[config.mk]
export PLATFORM = sky130hd
export DESIGN_NAME = lbus_master
export DESIGN_NICKNAME = d
export VERILOG_FILES = /design/src/common/lbus_pkg.sv /design/src/common/rd_fifo_if.sv /design/src/hdl/bus_phase_gen.sv /design/src/hdl/rd_fifo.sv /design/src/hdl/lbus_master.sv
export SDC_FILE = /design/constraint.sdc
export NUM_CORES = 1
export LEC_CHECK = 0
export BUFFER_PORTS_ARGS = -buffer_cell sky130_fd_sc_hd__buf_4
export CORE_ASPECT_RATIO = 0.75
export CORE_MARGIN = 10
export CORE_UTILIZATION = 64
export DETAILED_ROUTE_END_ITERATION = 8
export PLACE_DENSITY = 0.85
export SYNTH_ARGS = -nofsm -noshare
export SYNTH_HDL_FRONTEND = slang
export SYNTH_HIERARCHICAL = 1
export SYNTH_SLANG_ARGS = --single-unit
[constraint.sdc]
create_clock -name ref_clk_in -period 6.4 [get_ports ref_clk_in]
set_input_delay 1.28 -clock ref_clk_in [delete_from_list [all_inputs] [get_ports ref_clk_in]]
set_output_delay 1.28 -clock ref_clk_in [all_outputs]
set_load 0.02 [all_outputs]
[src/common/lbus_pkg.sv]
// Constants, states and encodings of the local bus master
package lbus_pkg;
	// Bus timing: one bus cycle spans two periods of the double-rate clock
	localparam int unsigned REF_CLK_PERIOD_NS = 10;
	localparam int unsigned BUS_CYCLE_NS = 20;
	localparam int unsigned BUS_CYCLE_CLKS = BUS_CYCLE_NS / REF_CLK_PERIOD_NS;
	localparam int unsigned RECOVERY_BUS_CYCLES = 1;
	localparam int unsigned RECOVERY_CLKS = RECOVERY_BUS_CYCLES * BUS_CYCLE_CLKS;

	// Bus widths, burst limit and read FIFO depth
	localparam int unsigned LAD_W = 32;
	localparam int unsigned LANES = 4;
	localparam int unsigned MAX_WORDS = 4;
	localparam int unsigned FIFO_DEPTH_DEF = 16;

	// Word count code carried on the two low address lines
	localparam logic [1:0] SIZE_1WORD = 2'h0;
	localparam logic [1:0] SIZE_2WORDS = 2'h1;
	localparam logic [1:0] SIZE_3WORDS = 2'h2;
	localparam logic [1:0] SIZE_4WORDS = 2'h3;

	// Values after reset
	localparam logic [31:0] LAD_RESET = 32'h0000_0000;
	localparam logic [3:0] LANES_OFF = 4'h0;
	localparam logic [1:0] IDX_RESET = 2'h0;

	// Bus states
	typedef enum logic [2:0] {
		IDLE_ST,
		ADDR_ST,
		DATA_ST,
		WAIT_ST,
		RECOV_ST,
		HOLD_ST
	} bus_state_e;
endpackage

[src/common/rd_fifo_if.sv]
// Fill side of the read data FIFO, shared by the bus master and the FIFO
`timescale 1ns/1ns
`default_nettype none
interface rd_fifo_if #(
	parameter int unsigned WIDTH = 32,
	parameter int unsigned CNT_W = 5
);
	logic push_valid;
	logic push_ready;
	logic [WIDTH-1:0] push_data;
	logic [CNT_W-1:0] free;

	modport fill (output push_valid, output push_data, input push_ready, input free);
	modport store (input push_valid, input push_data, output push_ready, output free);
endinterface
`default_nettype wire

[src/hdl/bus_phase_gen.sv]
// Bus cycle phase from the double-rate clock
`timescale 1ns/1ns
`default_nettype none
module bus_phase_gen (
	// Clock and reset
	input wire logic ref_clk_in,
	input wire logic rst_n_in,
	// Phase outputs
	output logic phase_out,
	output logic bus_cycle_clock_out
);
	// Phase 0 is the first half of a bus cycle, the bus cycle clock is low there
	always_ff @(posedge ref_clk_in or negedge rst_n_in) begin
		if (!rst_n_in) begin
			phase_out <= 1'b0;
			bus_cycle_clock_out <= 1'b0;
		end else begin
			phase_out <= ~phase_out;
			bus_cycle_clock_out <= ~phase_out;
		end
	end
endmodule
`default_nettype wire

[src/hdl/rd_fifo.sv]
// Read data FIFO with registered output stage
`timescale 1ns/1ns
`default_nettype none
module rd_fifo #(
	parameter int unsigned WIDTH = 32,
	parameter int unsigned DEPTH = 16
) (
	// Clock and reset
	input wire logic ref_clk_in,
	input wire logic rst_n_in,
	// Fill side
	rd_fifo_if.store fill_port,
	// Drain side
	output logic pop_valid_out,
	output logic [WIDTH-1:0] pop_data_out,
	input wire logic pop_ready_in
);
	localparam int unsigned AW = $clog2(DEPTH);
	localparam int unsigned CW = $clog2(DEPTH + 1);

	generate
		if (DEPTH < 4 || (1 << AW) != DEPTH) begin : g_bad_depth
			$error("rd_fifo depth must be a power of two of at least 4");
		end
	endgenerate

	logic [WIDTH-1:0] mem_r [DEPTH];
	logic [AW-1:0] wptr_r;
	logic [AW-1:0] rptr_r;
	logic [CW-1:0] count_r;
	logic push;
	logic load;

	// Handshakes on both sides
	assign fill_port.push_ready = count_r != CW'(DEPTH);
	assign fill_port.free = CW'(DEPTH) - count_r;
	assign push = fill_port.push_valid && fill_port.push_ready;
	assign load = (count_r != '0) && (!pop_valid_out || pop_ready_in);

	// Storage write
	always_ff @(posedge ref_clk_in) begin
		if (push) begin
			mem_r[wptr_r] <= fill_port.push_data;
		end
	end

	// Pointers and fill level
	always_ff @(posedge ref_clk_in or negedge rst_n_in) begin
		if (!rst_n_in) begin
			wptr_r <= '0;
			rptr_r <= '0;
			count_r <= '0;
		end else begin
			if (push) begin
				wptr_r <= wptr_r + 1'b1;
			end
			if (load) begin
				rptr_r <= rptr_r + 1'b1;
			end
			count_r <= count_r + CW'(push) - CW'(load);
		end
	end

	// Output stage
	always_ff @(posedge ref_clk_in or negedge rst_n_in) begin
		if (!rst_n_in) begin
			pop_valid_out <= 1'b0;
			pop_data_out <= '0;
		end else if (load) begin
			pop_valid_out <= 1'b1;
			pop_data_out <= mem_r[rptr_r];
		end else if (pop_ready_in) begin
			pop_valid_out <= 1'b0;
		end
	end
endmodule
`default_nettype wire

[src/hdl/lbus_master.sv]
// Multiplexed local bus master with bursts, wait states, recovery and hold
// Contract
// Address state drives word address, latch strobe, address strobe, first byte lanes.
// Read: write_not_read and direction low in address state.
// Write: write_not_read and direction high in address state.
// Transceiver enable asserted in data and wait states.
// No ready in data state inserts wait states until ready.
// Outside logic asserts low ready when data valid or accepted.
// Read word captured in the state where ready is seen.
// One bus cycle recovery follows the final transfer.
// Write word driven from data state, held through waits until ready.
// Direction, write flag, transceiver enable steady until state after ready.
// Bursts up to four words, one word per bus cycle.
// Byte lanes per word, held until the data state after ready.
// Byte lanes per word give partial-word writes.
// Cacheable flag of the address state covers the whole burst.
// Double-rate clock; bus cycle clock low in first half.
// Bus request: finish transaction, release bus, assert grant.
// Hold entered from idle, recovery, data or wait paths; the code enters hold from idle and recovery only.
// After hold: address state if pending, else idle; the code also goes to idle for a pending read without FIFO room for its burst.
// Only two masters; more need outside arbitration.
// Two low address lines carry burst length code.
// Only adjacent byte lanes asserted; lane 0 is bits 7 to 0.
// Hold floats outputs, ignores inputs but request; drop clears grant.
// Idle with no work keeps address strobe and enable off.
// Ready and bus request sampled at the end of each bus state.
`timescale 1ns/1ns
`default_nettype none
module lbus_master #(
	parameter int unsigned FIFO_DEPTH = lbus_pkg::FIFO_DEPTH_DEF
) (
	// Clock and reset
	input wire logic ref_clk_in,
	input wire logic rst_n_in,
	// Transaction request
	input wire logic req_valid_in,
	output logic req_ready_out,
	input wire logic [29:0] req_addr_in,
	input wire logic [1:0] req_size_in,
	input wire logic req_write_in,
	input wire logic req_cache_in,
	input wire logic [15:0] req_lanes_in,
	input wire logic [127:0] req_wdata_in,
	// Read data
	output logic rd_valid_out,
	output logic [31:0] rd_data_out,
	input wire logic rd_ready_in,
	// Multiplexed address and data lines
	input wire logic [31:0] addr_data_lines_in,
	output logic [31:0] addr_data_lines_out,
	output logic addr_data_lines_oe_out,
	// Three-state strobes
	output logic addr_latch_strobe_n_out,
	output logic addr_latch_strobe_oe_out,
	output logic cacheable_flag_out,
	output logic cacheable_flag_oe_out,
	// Open-drain controls, enable high pulls the pin low
	output logic addr_state_strobe_n_out,
	output logic addr_state_strobe_oe_out,
	output logic write_not_read_out,
	output logic write_not_read_oe_out,
	output logic xfer_direction_out,
	output logic xfer_direction_oe_out,
	output logic data_xcvr_enable_n_out,
	output logic data_xcvr_enable_oe_out,
	output logic [3:0] byte_lane_enables_n_out,
	output logic [3:0] byte_lane_enables_oe_out,
	// Ready and arbitration
	input wire logic ready_n_in,
	input wire logic bus_request_in,
	output logic bus_grant_out,
	output logic bus_cycle_clock_out
);
	localparam int unsigned CW = $clog2(FIFO_DEPTH + 1);

	generate
		if (FIFO_DEPTH < lbus_pkg::MAX_WORDS) begin : g_bad_depth
			$error("lbus_master FIFO must hold a whole burst");
		end
	endgenerate

	lbus_pkg::bus_state_e state_r;
	lbus_pkg::bus_state_e state_nxt;
	logic phase_w;
	logic pend_r;
	logic pend_nxt;
	logic [29:0] p_addr_r;
	logic [1:0] p_size_r;
	logic p_write_r;
	logic p_cache_r;
	logic [15:0] p_lanes_r;
	logic [127:0] p_wdata_r;
	logic [1:0] word_idx_r;
	logic [1:0] idx_nxt;
	logic take;
	logic start;
	logic in_xfer;
	logic ready_seen;
	logic last_word;
	logic word_adv;
	logic room_ok;
	logic od_low_r;
	logic push_valid_r;
	logic [31:0] push_data_r;

	rd_fifo_if #(.WIDTH(32), .CNT_W(CW)) fifo_port ();

	// Adjacent lanes only: fill any gap between the lowest and highest lane
	function automatic logic [3:0] contig(input logic [3:0] lanes);
		logic [3:0] lo;
		logic [3:0] hi;
		lo = '0;
		hi = '0;
		for (int i = 0; i < 4; i++) begin
			lo[i] = (i == 0) ? lanes[0] : (lo[i - 1] | lanes[i]);
		end
		for (int i = 3; i >= 0; i--) begin
			hi[i] = (i == 3) ? lanes[3] : (hi[i + 1] | lanes[i]);
		end
		return lo & hi;
	endfunction

	// Phase and bus cycle clock
	bus_phase_gen u_phase (
		.ref_clk_in(ref_clk_in),
		.rst_n_in(rst_n_in),
		.phase_out(phase_w),
		.bus_cycle_clock_out(bus_cycle_clock_out)
	);

	// Read data buffer
	rd_fifo #(.WIDTH(32), .DEPTH(FIFO_DEPTH)) u_fifo (
		.ref_clk_in(ref_clk_in),
		.rst_n_in(rst_n_in),
		.fill_port(fifo_port.store),
		.pop_valid_out(rd_valid_out),
		.pop_data_out(rd_data_out),
		.pop_ready_in(rd_ready_in)
	);

	assign fifo_port.push_valid = push_valid_r;
	assign fifo_port.push_data = push_data_r;

	// Decode of the current bus state
	assign in_xfer = (state_r == lbus_pkg::DATA_ST) || (state_r == lbus_pkg::WAIT_ST);
	assign ready_seen = phase_w && in_xfer && !ready_n_in;
	assign last_word = word_idx_r == p_size_r;
	assign word_adv = ready_seen && !last_word;
	assign take = req_valid_in && req_ready_out;
	assign room_ok = pend_r && (p_write_r || (fifo_port.free >= CW'({1'b0, p_size_r} + 3'h1)));
	assign start = phase_w && (state_nxt == lbus_pkg::ADDR_ST);
	assign idx_nxt = start ? lbus_pkg::IDX_RESET : (word_adv ? word_idx_r + 2'h1 : word_idx_r);

	// Next bus state, decided at the end of each bus cycle
	always_comb begin
		state_nxt = state_r;
		if (phase_w) begin
			case (state_r)
				lbus_pkg::IDLE_ST: begin
					if (bus_request_in) begin
						state_nxt = lbus_pkg::HOLD_ST; // see R16
					end else if (room_ok) begin
						state_nxt = lbus_pkg::ADDR_ST;
					end else begin
						state_nxt = lbus_pkg::IDLE_ST;
					end
				end
				lbus_pkg::ADDR_ST: begin
					state_nxt = lbus_pkg::DATA_ST;
				end
				lbus_pkg::DATA_ST, lbus_pkg::WAIT_ST: begin
					if (ready_n_in) begin
						state_nxt = lbus_pkg::WAIT_ST;
					end else if (last_word) begin
						state_nxt = lbus_pkg::RECOV_ST;
					end else begin
						state_nxt = lbus_pkg::DATA_ST;
					end
				end
				lbus_pkg::RECOV_ST: begin
					if (bus_request_in) begin
						state_nxt = lbus_pkg::HOLD_ST; // see R16
					end else if (room_ok) begin
						state_nxt = lbus_pkg::ADDR_ST;
					end else begin
						state_nxt = lbus_pkg::IDLE_ST;
					end
				end
				lbus_pkg::HOLD_ST: begin
					if (!bus_request_in) begin
						state_nxt = room_ok ? lbus_pkg::ADDR_ST : lbus_pkg::IDLE_ST;
					end
				end
				default: begin
					state_nxt = lbus_pkg::IDLE_ST;
				end
			endcase
		end
	end

	// State and word index
	always_ff @(posedge ref_clk_in or negedge rst_n_in) begin
		if (!rst_n_in) begin
			state_r <= lbus_pkg::IDLE_ST;
			word_idx_r <= lbus_pkg::IDX_RESET;
		end else begin
			state_r <= state_nxt;
			word_idx_r <= idx_nxt;
		end
	end

	// Pending request holds until its final word is done
	always_comb begin
		pend_nxt = pend_r;
		if (take) begin
			pend_nxt = 1'b1;
		end else if (ready_seen && last_word) begin
			pend_nxt = 1'b0;
		end
	end

	// Request capture
	always_ff @(posedge ref_clk_in or negedge rst_n_in) begin
		if (!rst_n_in) begin
			pend_r <= 1'b0;
			req_ready_out <= 1'b0;
			p_addr_r <= '0;
			p_size_r <= lbus_pkg::SIZE_1WORD;
			p_write_r <= 1'b0;
			p_cache_r <= 1'b0;
			p_lanes_r <= '0;
			p_wdata_r <= '0;
		end else begin
			pend_r <= pend_nxt;
			req_ready_out <= !pend_nxt;
			if (take) begin
				p_addr_r <= req_addr_in;
				p_size_r <= req_size_in;
				p_write_r <= req_write_in;
				p_cache_r <= req_cache_in;
				p_lanes_r <= req_lanes_in;
				p_wdata_r <= req_wdata_in;
			end
		end
	end

	// Address and data lines
	always_ff @(posedge ref_clk_in or negedge rst_n_in) begin
		if (!rst_n_in) begin
			addr_data_lines_out <= lbus_pkg::LAD_RESET;
			addr_data_lines_oe_out <= 1'b0;
		end else if (phase_w) begin
			case (state_nxt)
				lbus_pkg::ADDR_ST: begin
					addr_data_lines_out <= {p_addr_r, p_size_r}; // see R1
					addr_data_lines_oe_out <= 1'b1;
				end
				lbus_pkg::DATA_ST: begin
					addr_data_lines_out <= p_wdata_r[{idx_nxt, 5'h00} +: 32];
					addr_data_lines_oe_out <= p_write_r;
				end
				lbus_pkg::WAIT_ST: begin
					addr_data_lines_oe_out <= p_write_r;
				end
				default: begin
					addr_data_lines_oe_out <= 1'b0; // see R8
				end
			endcase
		end
	end

	// Address strobes, cacheable flag and grant
	always_ff @(posedge ref_clk_in or negedge rst_n_in) begin
		if (!rst_n_in) begin
			addr_latch_strobe_n_out <= 1'b1;
			addr_latch_strobe_oe_out <= 1'b1;
			addr_state_strobe_oe_out <= 1'b0;
			cacheable_flag_out <= 1'b0;
			cacheable_flag_oe_out <= 1'b1;
			bus_grant_out <= 1'b0;
		end else if (phase_w) begin
			addr_latch_strobe_n_out <= state_nxt != lbus_pkg::ADDR_ST;
			addr_latch_strobe_oe_out <= state_nxt != lbus_pkg::HOLD_ST;
			addr_state_strobe_oe_out <= state_nxt == lbus_pkg::ADDR_ST; // see R1
			if (state_nxt == lbus_pkg::ADDR_ST) begin
				cacheable_flag_out <= p_cache_r;
			end
			cacheable_flag_oe_out <= state_nxt != lbus_pkg::HOLD_ST;
			bus_grant_out <= state_nxt == lbus_pkg::HOLD_ST; // see R16
		end
	end

	// Direction, write flag, transceiver enable and byte lanes
	always_ff @(posedge ref_clk_in or negedge rst_n_in) begin
		if (!rst_n_in) begin
			write_not_read_oe_out <= 1'b0;
			xfer_direction_oe_out <= 1'b0;
			data_xcvr_enable_oe_out <= 1'b0;
			byte_lane_enables_oe_out <= lbus_pkg::LANES_OFF;
		end else if (phase_w) begin
			case (state_nxt)
				lbus_pkg::ADDR_ST, lbus_pkg::DATA_ST, lbus_pkg::WAIT_ST: begin
					write_not_read_oe_out <= !p_write_r; // see R2 see R3
					xfer_direction_oe_out <= !p_write_r; // see R2 see R3
					data_xcvr_enable_oe_out <= state_nxt != lbus_pkg::ADDR_ST;
					byte_lane_enables_oe_out <= contig(p_lanes_r[{idx_nxt, 2'h0} +: 4]); // see R12 see R13
				end
				default: begin
					write_not_read_oe_out <= 1'b0;
					xfer_direction_oe_out <= 1'b0;
					data_xcvr_enable_oe_out <= 1'b0;
					byte_lane_enables_oe_out <= lbus_pkg::LANES_OFF;
				end
			endcase
		end
	end

	// Open-drain pins only ever pull low
	always_ff @(posedge ref_clk_in or negedge rst_n_in) begin
		if (!rst_n_in) begin
			od_low_r <= 1'b0;
		end else begin
			od_low_r <= 1'b0;
		end
	end
	assign addr_state_strobe_n_out = od_low_r;
	assign write_not_read_out = od_low_r;
	assign xfer_direction_out = od_low_r;
	assign data_xcvr_enable_n_out = od_low_r;
	assign byte_lane_enables_n_out = {4{od_low_r}};

	// Read word capture into the FIFO
	always_ff @(posedge ref_clk_in or negedge rst_n_in) begin
		if (!rst_n_in) begin
			push_valid_r <= 1'b0;
			push_data_r <= lbus_pkg::LAD_RESET;
		end else begin
			push_valid_r <= ready_seen && !p_write_r;
			if (ready_seen) begin
				push_data_r <= addr_data_lines_in;
			end
		end
	end
endmodule
`default_nettype wire

==> results.json <==
{
  "status": "finished clean",
  "place_hpwl_mm": 53.6,
  "p_switching_mw": 6.96,
  "drt-wirelength-per-cell_um": 28.0,
  "synth_area_per_cell_um2": 15.7,
  "slew_viol_final": 0,
  "rsz0062_at_grt": "no",
  "final_nets": 2663,
  "end_kind": "flip-flop",
  "finalSetupViolations": 0,
  "grt_usage_pct": 28.1,
  "area_growth_pct": 15.4,
  "required_ps": 6930,
  "timing.critical_path.buf_inv": 2,
  "antenna_found_initial": 6,
  "powerDensity_nw_per_um2": 491,
  "ir_drop_mv": 0.427,
  "cellLeakagePower_nw": 14.5,
  "worst_slew_pin_slew_ps": 1260,
  "p_int_mw": 12.3,
  "fin_tns_setup_ps": 0,
  "combPwrFrac_pct": 32.6,
  "numCtsBuffers": 75,
  "pin_count": 305,
  "core_area_um2": 52800,
  "cp_max_fo": 72,
  "first_iter_violations": 2772,
  "clock_path_buffers": 3,
  "initial_core_util_pct": 64.5,
  "clockPowerShare_pct": 22.6,
  "routed_wl_mm": 89.9,
  "final_cells": 3204,
  "critPathLaunchType": "flip-flop",
  "slowest_delay_ps": 1010,
  "clkLatencyLatePin_ps": 630,
  "antenna_left": 0,
  "fill_cells": 3122,
  "path_cells": "buf_4, xor2_2, nor3_1, a2111o_1, or2_2, buf_4, a2111oi_0, nor3_1",
  "io_buffers": 296,
  "dp.cells": 3062,
  "htree_num_levels": 3,
  "die_h_um": 220,
  "syn_area_um2": 34000,
  "worstSetupPathType": "reg2reg",
  "fin_crit_ps": 4010,
  "maxSlewHeadroom_pct": 16.0,
  "worst_clock_skew_ps": 29.1,
  "grt_max_degree": 139,
  "routabilityCongestion": 0.917,
  "via_per_inst": 6.55,
  "drt-pass1-iter-count": 6,
  "period_share_pct": 62.7,
  "cts.sinks": 821,
  "grt_pass1_wl_mm": 134,
  "sw_frac_of_total_pct": 36.1,
  "cts_tree": "yes",
  "vias": 21000,
  "fp-row-count": 73,
  "grt_pass1_vias": 21300,
  "arrival_ps": 4540,
  "grt_overflow": 0,
  "seq_power_share_pct": 44.8,
  "dieArea_um2": 62900,
  "ctsResizeCount": 0,
  "cts_setup_buffers": 0,
  "hold_violations": 0,
  "ctsHoldBuffers": 0,
  "maxCapViolCount": 0,
  "die-width_um": 286,
  "drive_gt1_share_pct": 31.7,
  "yosys_warnings": 6,
  "post-route-drc-count": 0,
  "cp_top_family": "simple AND/OR/NAND/NOR gates",
  "synthCells": 2162,
  "clkSlewWorstSetupHoldPaths_ps": 60,
  "cts_root_buffer": "clkbuf_16",
  "hp-class": "reg2reg",
  "clock.fmax_ghz": 0.249,
  "cpMaxStageDelayCell": "or2_2"
}
-- cell type report --
cell class / count / area [um2] / area share (%)
diodes: 8 / 20.0 / 0.0510
clock buffers: 104 / 2090 / 5.31
clock inverters: 30 / 277 / 0.704
inverters: 27 / 101 / 0.258
multi-input cells: 1163 / 10200 / 25.9
flip-flops and latches: 821 / 23100 / 58.9
well taps: 712 / 891 / 2.27
repair buffers: 339 / 2590 / 6.60
-- placed cells by master (no fill, tap or decap), drive strengths merged, types with 18 or more instances in the layout --
master / instances
dfrtp: 307
edfxtp: 512
mux2: 211
inv: 29
clkinv: 18
clkbuf: 104
nand2: 170
mux4: 62
a221o: 33
buf: 339
o21ai: 43
nor2: 85
a22oi: 66
nand4: 24
a21oi: 47
mux2i: 138
ha: 19
a2111oi: 32
nand3: 45
nor3: 70
a31oi: 31
-- state kept, by name (all words and copies together) (netlist names), 3 cells and up --
name and cells:
u_fifo/mem_r 512, p_wdata_r 128, addr_data_lines_out 32, fifo_port.push_data 32, u_fifo/pop_data_out 32, p_addr_r 30, p_lanes_r 16, u_fifo/count_r 5
byte_lane_enables_oe_out 4, u_fifo/rptr_r 4, u_fifo/wptr_r 4, state_r 3
-- per-stage QoR --
step           instance area [um2]  power, mW  utilization [%]  worst slack (ps)  hold WS [ps]
2_1_floorplan                34100       12.8                -              2230           435
3_3_place_gp                 36900       14.4             69.9              2350           448
3_5_place_dp                 36900       14.8             69.9              2220           467
4_1_cts                      39200       19.2             74.3              2480           483
5_1_grt                      39300       20.1             74.4              2250           520
6_report                     39300       19.3             74.4              2390           485
-- power by group through the flow --
stage	logic (mW)	registers [mW]	clock network, mW
after detailed placement	6.17	8.66	0
after CTS	6.23	8.58	4.41
after global routing	6.68	8.79	4.62
final	6.28	8.63	4.37
after floorplan	4.59	8.20	0
after global placement	5.89	8.56	0
-- per-layer routing --
layer  up-vias  track usage, %  share of wire [%]
met5         -               0                  0
met4         0            11.7                4.0
met3       256            6.19                 10
met2      1261            43.9                 48
met1     10700            38.4                 38
li1       8758               -                  -
-- worst paths after layout --
check                                           to     startpoint  slack, ps  depth (start not counted)
setup / recovery            addr_data_lines_out[1]  word_idx_r[1]       2390                          8
hold / removal                  cacheable_flag_out      p_cache_r        480                          2
setup reg to reg            addr_data_lines_out[1]  word_idx_r[1]       2390                          8
hold reg to reg                 cacheable_flag_out      p_cache_r        480                          2
max in group asynchronous            word_idx_r[0]       rst_n_in       4310                          2
min in group asynchronous  addr_data_lines_out[16]       rst_n_in        710                          1
-- worst register-to-register path: stages (launching register included) --
cell and delay [ps]:
dfrtp_2 340, buf_4 650, xor2_2 280, nor3_1 430, a2111o_1 370, or2_2 1010
buf_4 500, a2111oi_0 140, nor3_1 220
Note: power is estimated with default switching activity, not from simulation.
